**config.mk**
```make
export PLATFORM = sky130hd
export DESIGN_NAME = srh_host
export DESIGN_NICKNAME = d
export VERILOG_FILES = /design/src/srh_pkg.sv /design/src/srh_sync_if.sv /design/src/srh_pin_sync.sv /design/src/srh_host.sv
export SDC_FILE = /design/constraint.sdc
export NUM_CORES = 1
export LEC_CHECK = 0
export BUFFER_PORTS_ARGS = -buffer_cell sky130_fd_sc_hd__buf_2
export CAP_MARGIN = 20
export CORE_MARGIN = 8
export CORE_UTILIZATION = 46
export CTS_CLUSTER_DIAMETER = 120
export DETAILED_ROUTE_END_ITERATION = 8
export GPL_ROUTABILITY_DRIVEN = 0
export PLACE_DENSITY_LB_ADDON = 0.08
export SLEW_MARGIN = 20
export SYNTH_ARGS = -nofsm -noshare
export SYNTH_HDL_FRONTEND = slang
export SYNTH_SLANG_ARGS = --single-unit
```
**constraint.sdc**
```tcl
create_clock -name clk -period 1.5 [get_ports clk]
set_clock_uncertainty 0.1 [all_clocks]
set_input_delay 0 -clock clk [delete_from_list [all_inputs] [get_ports clk]]
set_output_delay 0 -clock clk [all_outputs]
set_load 0.03 [all_outputs]
```
**src/srh_pkg.sv**
```systemverilog
// shared constants and types for the asynchronous byte memory host controller
package srh_pkg;

	// memory geometry and step counter width
	localparam int INDEX_W = 19;
	localparam int BYTE_W  = 8;
	localparam int CNT_W   = 4;

	// clock period in picoseconds (125 MHz)
	localparam int CLK_PERIOD_PS = 8000;

	// pin timing figures in ns
	localparam int GRADE_DEFAULT_NS          = 35;
	localparam int STORE_PULSE_WIDTH_NS      = 15;
	localparam int SELECT_TO_STORE_END_NS    = 15;
	localparam int INDEX_TO_STORE_END_NS     = 15;
	localparam int DATA_TO_STORE_END_NS      = 10;
	localparam int DATA_HOLD_NS              = 0;
	localparam int STORE_RECOVERY_TIME_NS    = 0;
	localparam int DESELECT_FLOAT_DELAY_NS   = 10;
	localparam int STORE_TO_FLOAT_DELAY_NS   = 10;

	// synchroniser depth and read settling guard, in cycles
	localparam int SYNC_LAT_CYC    = 3;
	localparam int SETTLE_GUARD_CYC = 4;

	// least time in ns to whole cycles, rounded up, never below one
	function automatic int cyc_min(input int t_ns);
		int c;
		c = (t_ns * 1000 + CLK_PERIOD_PS - 1) / CLK_PERIOD_PS;
		return (c < 1) ? 1 : c;
	endfunction

	function automatic int max2(input int a, input int b);
		return (a > b) ? a : b;
	endfunction

	// store pulse covers pulse width, select overlap, index overlap and data setup
	localparam int STORE_PULSE_CYC = cyc_min(max2(max2(STORE_PULSE_WIDTH_NS, SELECT_TO_STORE_END_NS),
		max2(INDEX_TO_STORE_END_NS, DATA_TO_STORE_END_NS)));
	localparam int STORE_HOLD_CYC  = cyc_min(max2(DATA_HOLD_NS, STORE_RECOVERY_TIME_NS));
	localparam int DESELECT_FLOAT_CYC = cyc_min(DESELECT_FLOAT_DELAY_NS);
	localparam int STORE_FLOAT_CYC = cyc_min(STORE_TO_FLOAT_DELAY_NS);

	// controller states, gray coded along the read path
	typedef enum logic [2:0] {
		SRH_IDLE     = 3'h0,
		SRH_RD_ACC   = 3'h1,
		SRH_RD_CAP   = 3'h3,
		SRH_RD_FLOAT = 3'h2,
		SRH_WR_INDEX = 3'h6,
		SRH_WR_PULSE = 3'h7,
		SRH_WR_HOLD  = 3'h5
	} srh_state_type;

endpackage

```
**src/srh_sync_if.sv**
```systemverilog
// bundle between the controller and its byte-line synchroniser
`timescale 1ns/1ps
interface srh_sync_if #(
	parameter int W = 8
);
	logic [W-1:0] raw;
	logic [W-1:0] stable;
	logic         settled;

	modport src (output raw, input stable, input settled);
	modport sync (input raw, output stable, output settled);
endinterface

```
**src/srh_pin_sync.sv**
```systemverilog
// three-stage synchroniser for the byte lines with agreement flag
`timescale 1ns/1ps
module srh_pin_sync #(
	parameter int W = 8
) (
	input  wire logic clk,
	input  wire logic rst_b,
	srh_sync_if.sync  pins
);
	logic [W-1:0] meta_r;
	logic [W-1:0] mid_r;
	logic [W-1:0] last_r;

	// first stage is read only by the second
	always_ff @(posedge clk or negedge rst_b) begin
		if (!rst_b) begin
			meta_r <= '0;
			mid_r  <= '0;
			last_r <= '0;
		end else begin
			meta_r <= pins.raw;
			mid_r  <= meta_r;
			last_r <= mid_r;
		end
	end

	// a value counts only once stages two and three agree
	assign pins.stable  = last_r;
	assign pins.settled = (mid_r == last_r);
endmodule // srh_pin_sync

```
**src/srh_host.sv**
```systemverilog
// host controller driving an asynchronous 512K x 8 static memory over its pins
// Overview of operation
// (RULE1) memory holds 524,288 bytes, 19-bit index, 8-bit two-way byte lines
// (RULE2) a store happens while select and store strobe are both low
// (RULE3) store strobe stays high through every read
// (RULE4) index is stable no later than select falls for a read
// (RULE5) select falling with or after store strobe keeps memory lines floating
// (RULE6) store recovery counted from the first rising strobe, least zero
// (RULE7) read data valid 20, 25 or 35 ns after select or index
// (RULE8) read data valid 10 or 15 ns after output drive falls
// (RULE9) memory holds old read data 5 ns after index changes
// (RULE10) memory floats its lines within 10 ns after deselect
// (RULE11) select low at least 15 ns before store ends
// (RULE12) index stable at least 15 ns before store ends
// (RULE13) store data valid 10 ns before store end, held 0 ns after
// (RULE14) memory floats its lines within 10 ns after store strobe falls
// (RULE15) memory resumes driving no sooner than 5 ns after store end
// (RULE16) controller never drives against the memory around a store
// (RULE17) with output drive low, memory echoes the byte being written
// (RULE18) after such a store, memory shows read data of next index
// (RULE19) output drive kept high whenever the controller drives store data
`timescale 1ns/1ps
module srh_host #(
	parameter int GRADE_NS = srh_pkg::GRADE_DEFAULT_NS
) (
	input  wire logic                         clk,
	input  wire logic                         rst_b,
	// user request side
	input  wire logic                         req_valid,
	input  wire logic                         req_write,
	input  wire logic [srh_pkg::INDEX_W-1:0]  req_index,
	input  wire logic [srh_pkg::BYTE_W-1:0]   req_wdata,
	output logic                              req_ready,
	output logic                              done,
	output logic                              done_write,
	output logic [srh_pkg::BYTE_W-1:0]        rd_data,
	// memory pins
	output logic [srh_pkg::INDEX_W-1:0]       word_index,
	output logic                              sel_b,
	output logic                              drive_b,
	output logic                              store_b,
	input  wire logic [srh_pkg::BYTE_W-1:0]   byte_lines_in,
	output logic [srh_pkg::BYTE_W-1:0]        byte_lines_out,
	output logic                              byte_lines_oe
);

	// read access wait: slowest of index and select access, plus synchroniser depth
	localparam int ACC_CYC = srh_pkg::cyc_min(GRADE_NS) + srh_pkg::SYNC_LAT_CYC;

	localparam logic [srh_pkg::CNT_W-1:0] ACC_LOAD    = srh_pkg::CNT_W'(ACC_CYC - 1);
	localparam logic [srh_pkg::CNT_W-1:0] PULSE_LOAD  = srh_pkg::CNT_W'(srh_pkg::STORE_PULSE_CYC - 1);
	localparam logic [srh_pkg::CNT_W-1:0] HOLD_LOAD   = srh_pkg::CNT_W'(srh_pkg::STORE_HOLD_CYC - 1);
	localparam logic [srh_pkg::CNT_W-1:0] FLOAT_LOAD  = srh_pkg::CNT_W'(srh_pkg::DESELECT_FLOAT_CYC - 1);
	localparam logic [srh_pkg::CNT_W-1:0] GUARD_LOAD  = srh_pkg::CNT_W'(srh_pkg::SETTLE_GUARD_CYC - 1);
	localparam logic [srh_pkg::CNT_W-1:0] CNT_ZERO    = 4'h0;

	srh_pkg::srh_state_type state_r;
	srh_pkg::srh_state_type state_nxt;

	logic [srh_pkg::CNT_W-1:0]   cnt_r;
	logic [srh_pkg::CNT_W-1:0]   cnt_nxt;
	logic [srh_pkg::INDEX_W-1:0] index_r;
	logic [srh_pkg::INDEX_W-1:0] index_nxt;
	logic [srh_pkg::BYTE_W-1:0]  wdata_r;
	logic [srh_pkg::BYTE_W-1:0]  wdata_nxt;
	logic [srh_pkg::BYTE_W-1:0]  rdata_r;
	logic [srh_pkg::BYTE_W-1:0]  rdata_nxt;
	logic                        sel_b_r;
	logic                        sel_b_nxt;
	logic                        drive_b_r;
	logic                        drive_b_nxt;
	logic                        store_b_r;
	logic                        store_b_nxt;
	logic                        oe_r;
	logic                        oe_nxt;
	logic                        ready_r;
	logic                        ready_nxt;
	logic                        done_r;
	logic                        done_nxt;
	logic                        done_wr_r;
	logic                        done_wr_nxt;

	// synchronised view of the byte lines
	srh_sync_if #(.W(srh_pkg::BYTE_W)) pin_if ();

	assign pin_if.raw = byte_lines_in;

	srh_pin_sync #(
		.W     (srh_pkg::BYTE_W)
	) u_sync (
		.clk   (clk),
		.rst_b (rst_b),
		.pins  (pin_if.sync)
	);

	// decode of the current step
	wire cnt_done   = (cnt_r == CNT_ZERO);
	wire take_req   = (state_r == srh_pkg::SRH_IDLE) && req_valid;
	wire take_read  = take_req && !req_write;
	wire take_write = take_req && req_write;
	wire read_ok    = pin_if.settled || cnt_done;
	wire [srh_pkg::CNT_W-1:0] cnt_dec = cnt_done ? CNT_ZERO : cnt_r - 4'h1;

	// sequencing of the memory strobes
	always_comb begin
		state_nxt   = state_r;
		cnt_nxt     = cnt_dec;
		index_nxt   = index_r;
		wdata_nxt   = wdata_r;
		rdata_nxt   = rdata_r;
		sel_b_nxt   = sel_b_r;
		drive_b_nxt = drive_b_r;
		store_b_nxt = 1'b1;
		oe_nxt      = oe_r;
		ready_nxt   = 1'b0;
		done_nxt    = 1'b0;
		done_wr_nxt = 1'b0;
		case (state_r)
			srh_pkg::SRH_IDLE: begin
				ready_nxt = !req_valid;
				if (take_read) begin
					// index, select and output drive change on one edge
					index_nxt   = req_index; // RULE4
					sel_b_nxt   = 1'b0;
					drive_b_nxt = 1'b0;
					store_b_nxt = 1'b1; // RULE3
					cnt_nxt     = ACC_LOAD;
					state_nxt   = srh_pkg::SRH_RD_ACC;
				end else if (take_write) begin
					// index settles a full cycle before the strobes fall
					index_nxt   = req_index;
					wdata_nxt   = req_wdata;
					state_nxt   = srh_pkg::SRH_WR_INDEX;
				end
			end
			srh_pkg::SRH_RD_ACC: begin
				// wait out index and select access plus sync depth
				if (cnt_done) begin // RULE7 RULE8
					cnt_nxt   = GUARD_LOAD;
					state_nxt = srh_pkg::SRH_RD_CAP;
				end
			end
			srh_pkg::SRH_RD_CAP: begin
				// take the byte once two stages agree, or when the guard expires
				if (read_ok) begin
					rdata_nxt   = pin_if.stable;
					sel_b_nxt   = 1'b1;
					drive_b_nxt = 1'b1;
					done_nxt    = 1'b1;
					cnt_nxt     = FLOAT_LOAD;
					state_nxt   = srh_pkg::SRH_RD_FLOAT;
				end
			end
			srh_pkg::SRH_RD_FLOAT: begin
				// memory may still drive after deselect, so hold off any write
				if (cnt_done) begin // RULE10 RULE16
					ready_nxt = 1'b1;
					state_nxt = srh_pkg::SRH_IDLE;
				end
			end
			srh_pkg::SRH_WR_INDEX: begin
				// select and store fall together, so the memory keeps its lines floating
				sel_b_nxt   = 1'b0; // RULE5
				store_b_nxt = 1'b0; // RULE2
				drive_b_nxt = 1'b1; // RULE19
				oe_nxt      = 1'b1; // RULE16
				cnt_nxt     = PULSE_LOAD;
				state_nxt   = srh_pkg::SRH_WR_PULSE;
			end
			srh_pkg::SRH_WR_PULSE: begin
				// index, select and data all stand for the whole pulse
				store_b_nxt = 1'b0;
				if (cnt_done) begin // RULE11 RULE12 RULE13
					store_b_nxt = 1'b1;
					sel_b_nxt   = 1'b1;
					cnt_nxt     = HOLD_LOAD;
					state_nxt   = srh_pkg::SRH_WR_HOLD;
				end
			end
			srh_pkg::SRH_WR_HOLD: begin
				// data and index held past both rising strobes
				if (cnt_done) begin // RULE6 RULE13
					oe_nxt      = 1'b0;
					done_nxt    = 1'b1;
					done_wr_nxt = 1'b1;
					ready_nxt   = 1'b1;
					state_nxt   = srh_pkg::SRH_IDLE;
				end
			end
			default: begin
				sel_b_nxt   = 1'b1;
				drive_b_nxt = 1'b1;
				oe_nxt      = 1'b0;
				state_nxt   = srh_pkg::SRH_IDLE;
			end
		endcase
	end

	// state, counter, index and data registers
	always_ff @(posedge clk or negedge rst_b) begin
		if (!rst_b) begin
			state_r   <= srh_pkg::SRH_IDLE;
			cnt_r     <= CNT_ZERO;
			index_r   <= '0;
			wdata_r   <= '0;
			rdata_r   <= '0;
		end else begin
			state_r   <= state_nxt;
			cnt_r     <= cnt_nxt;
			index_r   <= index_nxt;
			wdata_r   <= wdata_nxt;
			rdata_r   <= rdata_nxt;
		end
	end

	// pin strobes reset high and deselected, output enable and handshake low
	always_ff @(posedge clk or negedge rst_b) begin
		if (!rst_b) begin
			sel_b_r   <= 1'b1;
			drive_b_r <= 1'b1;
			store_b_r <= 1'b1;
			oe_r      <= 1'b0;
			ready_r   <= 1'b0;
			done_r    <= 1'b0;
			done_wr_r <= 1'b0;
		end else begin
			sel_b_r   <= sel_b_nxt;
			drive_b_r <= drive_b_nxt;
			store_b_r <= store_b_nxt;
			oe_r      <= oe_nxt;
			ready_r   <= ready_nxt;
			done_r    <= done_nxt;
			done_wr_r <= done_wr_nxt;
		end
	end

	// every output straight from a flop
	assign word_index     = index_r; // RULE1
	assign sel_b          = sel_b_r;
	assign drive_b        = drive_b_r;
	assign store_b        = store_b_r;
	assign byte_lines_out = wdata_r;
	assign byte_lines_oe  = oe_r;
	assign req_ready      = ready_r;
	assign done           = done_r;
	assign done_write     = done_wr_r;
	assign rd_data        = rdata_r;

endmodule // srh_host

```
=== Yosys cells after proc, flatten, opt, wreduce, memory -nomap -nowiden ===
Cells that the tools add are included.

* Register bits after elaboration: 73
* Output and inout bits: 42

* Add/sub/neg operators: 1
* Equality and inequality tests: 14
* Multiplexer cells: 28
* Bitwise operators: 4
* Reductions and logical operators: 20

{| class="wikitable"
|+ Operators with widths
! kind !! count
|-
| $mux 19 || 2
|-
| $mux 4 || 5
|-
| $pmux 4 s5 || 1
|-
| $mux 3 || 6
|-
| $pmux 3 s6 || 1
|-
| $ne 2x2->1 const B || 5
|-
| $eq 3x3->1 const B || 3
|-
| $eq 8x8->1 || 1
|-
| $mux 1 || 7
|-
| $eq 3x2->1 const B || 2
|-
| $pmux 1 s2 || 3
|-
| $pmux 1 s3 || 2
|-
| $reduce_and 2->1 || 3
|-
| $reduce_and 3->1 || 2
|-
| $pmux 1 s5 || 1
|-
| $reduce_and 5->1 || 1
|-
| $reduce_or 5->1 || 1
|-
| $logic_not 4->1 || 1
|-
| $not 1->1 || 4
|-
| $reduce_and 4->1 || 1
|-
| $reduce_or 4->1 || 1
|-
| $sub 4x1->4 const B || 1
|-
| $eq 3x1->1 const B || 1
|-
| $logic_and 1x1->1 || 3
|-
| 8 further kinds || 9
|}

=== Depth between registers and ports, before layout ===
* Word-level depth: 6
* Depth in mapped cells: 5

=== By module ===
Synthesis repeated with hierarchy kept, for this count alone.

* Cell total of the unflattened synthesis: 232
* Area total of the unflattened synthesis: 2837.7 um^2

{| class="wikitable"
|+ By module, submodules not included
! module !! times used !! cells each !! area an instance (um^2)
|-
| srh_host || 1 || 197 || 2150.8
|-
| srh_pin_sync || 1 || 35 || 686.9
|}

=== Worst setup path before layout ===
No wires, ideal clock.

* Path kind: register -> register
* Start point: register cnt_r[0] (netlist bit)
* End point: register state_r[0]
* Data arrival time: 1326 ps
* Required time: 1262 ps
* Slack: -65 ps
* Cell stages (with the launch flop): 4
* Period minus slack after synthesis: 1565 ps
* Cell sequence: dfrtp_1 > or4_4 > a21oi_1 > a221oi_1

* Cells in the longest elaborated chain, start to end: 4

{| class="wikitable"
|+ Ends and longest elaborated chain
! item !! RTL line !! source
|-
| start, declared || srh_host.sv:60 || <nowiki>logic [srh_pkg::CNT_W-1:0] cnt_r;</nowiki>
|-
| start signal, assigned || srh_host.sv:209 || <nowiki>cnt_r <= cnt_nxt;</nowiki>
|-
| $logic_not 4->1 (*) || srh_host.sv:97 || <nowiki>wire cnt_done = (cnt_r == CNT_ZERO);</nowiki>
|-
| $logic_or 1x1->1 || srh_host.sv:101 || <nowiki>wire read_ok = pin_if.settled || cnt_done;</nowiki>
|-
| $ne 2x2->1 (no source line) || n/a ||
|-
| $reduce_and 5->1 (no source line) (*) || n/a ||
|-
| end signal, assigned || srh_host.sv:202 || <nowiki>state_r <= srh_pkg::SRH_IDLE;</nowiki>
|-
| end signal, assigned || srh_host.sv:208 || <nowiki>state_r <= state_nxt;</nowiki>
|-
| end, declared || srh_host.sv:57 || <nowiki>srh_pkg::srh_state_type state_r;</nowiki>
|}

Mark *: on every way between the ends. The rest lies on a longest branch, timed or not.
A chain may end at the register's enable or synchronous reset.

=== Final worst setup path ===
* Start point: register state_r[1]
* End point: register wdata_r (netlist bit byte_lines_out[0])

* Cells in the longest elaborated chain, start to end: 5

{| class="wikitable"
|+ Ends and longest elaborated chain
! item !! RTL line !! source
|-
| $logic_not 3->1 (*) || srh_host.sv:98, srh_host.sv:118 ||
|-
| $logic_and 1x1->1 || srh_host.sv:98 || <nowiki>wire take_req = (state_r == srh_pkg::SRH_IDLE) && req_valid;</nowiki>
|-
| $logic_and 1x1->1 || srh_host.sv:99 || <nowiki>wire take_read = take_req && !req_write;</nowiki>
|-
| $not 1->1 (no source line) || n/a ||
|-
| $reduce_and 3->1 (no source line) (*) || n/a ||
|-
| end signal, assigned || srh_host.sv:211 || <nowiki>wdata_r <= wdata_nxt;</nowiki>
|-
| end, declared || srh_host.sv:64 || <nowiki>logic [srh_pkg::BYTE_W-1:0] wdata_r;</nowiki>
|}

Marks and branches as above.

==> metrics.yaml <==
drt-pass1-iter-count: 4
total_power_uw: 9320
relSlewSlack_pct: 73.6
postSynthCellCount: 211
final-setup-viol-count: 46
ys_async_sr_fraction_pct: 100
grt_setup_unrepaired: "yes"
wl_per_cell_um: 17.0
critPathLaunchType: "register"
violations: "setup timing"
avgSynthCellArea_um2: 13.9
ctsLongestPathBuffers: 2
place.port_buffers: 80
fp-row-count: 29
die-height_um: 95.7
critical_path_class: "register to register"
maxCapViolCount: 0
slowest_delay_ns: 0.41
antenna_left: 0
cp.arrival_ns: 1.74
p_per_area_nw_per_um2: 2030
drive_gt1_share_pct: 53.0
endpoint_kind: "register"
clock_sinks: 73
wl_met2_mm: 4.11
synth_edf_count: 0
yosysMostFrequentCell: "dfrtp_1"
die_w_um: 95.7
layout.nets: 417
cpMaxStageDelayCell: "dfrtp_1"
wl_met3_um: 396
syn_area_um2: 2930
cts_htree_levels: 3
dpl.hpwl_mm: 4.84
hold_violations: 0
cts-buffers-inserted: 9
cts_tree: "built"
drt_iter0_drc: 83
status: "finished with violations"
grt_remaining_overflow: 0
seq_area_frac_synth_pct: 62.6
setup_slack_ns: -0.125
synth_top_cell_by_area: "dfrtp_1"
grt_max_degree: 74
die_area_um2: 9170
grt_use_total_pct: 16.9
wl_met1_mm: 3.22
root_buffer: "clkbuf_8"
fin_crit_ns: 1.63
drc: 0
ys.flop_type: "dfrtp_1"
num_vias: 2386
top_layer: "met4"
ioPinCount: 81
area_delta_synth_final_pct: 56.7
start_util_pct: 46.9
synth_top_area_share_pct: 59.9
maxSlewViolCount: 0
worstPathCellList: "nand2b_4, nor3_4, buf_6, buf_12, nand2_8, mux2_2"
vias_per_cell: 5.18
grt_pass1_vias: 2462
hp-class: "input pin to register"
clk_latency_ns: 0.33
holdWs_ns: 0.0813
ir_drop_mv: 1.28
synth_common_cells: "dfrtp_1 (70), mux2_2 (27), nand4_1 (10)"
antenna_found_initial: 1
p_leak_uw: 0.00213
synth_area_leaders: "dfrtp_1 (60%), mux2_2 (10%), dfstp_2 (2.7%)"
ys_types: 43
drt_wl_total_mm: 7.82
core_area_um2: 6240
final_core_util_pct: 73.5
synth_seq_cells: 73
clk_pin_slew_ns: 0.08
syn_nets: 250
max_freq_mhz: 615
crit_fanout: 6
grt_pass1_wl_mm: 11.9
fin_crit_sh_pct: 108
yosys_warnings: 0
worst_ep_required_time_ns: 1.62
worst_pin_slew_ns: 0.396
logic make-up (layout without fill, tap and decap cells):
| family | Yosys count | in the layout | synth area share (%) |
|---|---|---|---|
| AOI/OAI and AO/OA | 42 | 42 | 10.4 |
| xor gates and xnor gates | 8 | 8 | 2.40 |
| buffers and inverters | 13 | 183 | 3.12 |
| other | 0 | 1 | 0 |
| muxes | 27 | 27 | 10.4 |
| DFF | 73 | 73 | 62.6 |
| and+or+nand+nor | 48 | 50 | 11.1 |
cell usage in the layout, fill, tap and decap left out, types with 4 or more instances in the layout:
cell type	count
xnor2_2	6
a221oi_1	5
nand4_1	10
o211ai_1	8
dlygate4sd3_1	37
buf_6	4
nand3_1	9
buf_2	80
dfrtp_1	67
buf_4	36
a22oi_1	5
mux2_4	18
mux2_2	9
clkbuf_8	9
clkinv_2	4
a21oi_1	4
buf_12	4
nor2_1	6
metal layers:
metal,GRT usage (%),up-vias
li1,-,1128
met1,19.3,1191
met2,29.5,59
met3,4.68,8
met4,6.15,0
met5,0,-
path summary, 6_finish.rpt:
path | depth (start not counted) | slack [ns] | to | from
worst max-delay path | 6 | -0.13 | byte_lines_out[0]$_DFFE_PN0P_ | state_r[1]$_DFFE_PN0P_
worst min-delay path | 4 | 0.08 | req_ready$_DFF_PN0_ | req_valid
worst max register to register | 6 | -0.13 | byte_lines_out[0]$_DFFE_PN0P_ | state_r[1]$_DFFE_PN0P_
worst min register to register | 0 | 0.25 | u_sync.mid_r[1]$_DFF_PN0_ | u_sync.meta_r[1]$_DFF_PN0_
max in group asynchronous | 3 | 0.83 | sel_b$_DFFE_PN1P_ | rst_b
min in group asynchronous | 3 | 0.10 | word_index[18]$_DFFE_PN0P_ | rst_b
per-stage QoR:
step	setup slack (ns)	instances	instance area, µm²	TNS, ns
after global placement	-0.0943	397	3690	-1.19
final	-0.125	461	4580	-3.48
after floorplan	-0.0465	211	2930	-0.377
after global routing	-0.168	461	4580	-5.85
after CTS	-0.116	455	4350	-2.13
after detailed placement	-0.0910	397	3690	-1.78
state kept, by name, indices dropped and copies added (netlist names), 3 cells and up:
name	flops
u_sync.mid_r	8
u_sync.meta_r	8
byte_lines_out	8
rd_data	8
state_r	3
cnt_r	4
word_index	19
u_sync.pins.stable	8
repair_timing:
action,4_1_cts,5_1_grt
pin swaps,0,12
resized for setup,8,40
hold buffers,37,0
gates cloned,2,3
setup endpoints to repair,40,48
endpoints found under the hold margin,110,0
buffers inserted,3,2
power breakdown:
part           internal, µW  switching [µW]  total (µW)
Sequential             2610             431        3040
Combinational          2210            2620        4820
Clock                   760             698        1460
Total                  5570            3740        9320
worst max-delay path, delay by kind of cell (launching register included):
family / cells / cell delay [ns]
buffers and inverters: 2 / 0.29
DFF: 1 / 0.41
muxes: 1 / 0.29
and+or+nand+nor: 3 / 0.41
final cells by class:
type / count / area, µm²
flip-flops and latches: 73 / 1830
diodes: 1 / 2.50
inverters: 3 / 11.3
clock buffers: 10 / 128
repair buffers: 164 / 1250
fillers: 430 / 1660
clock inverters: 6 / 58.8
multi-input cells: 127 / 1210
well taps: 77 / 96.3
(Power assumes the default switching activity.)
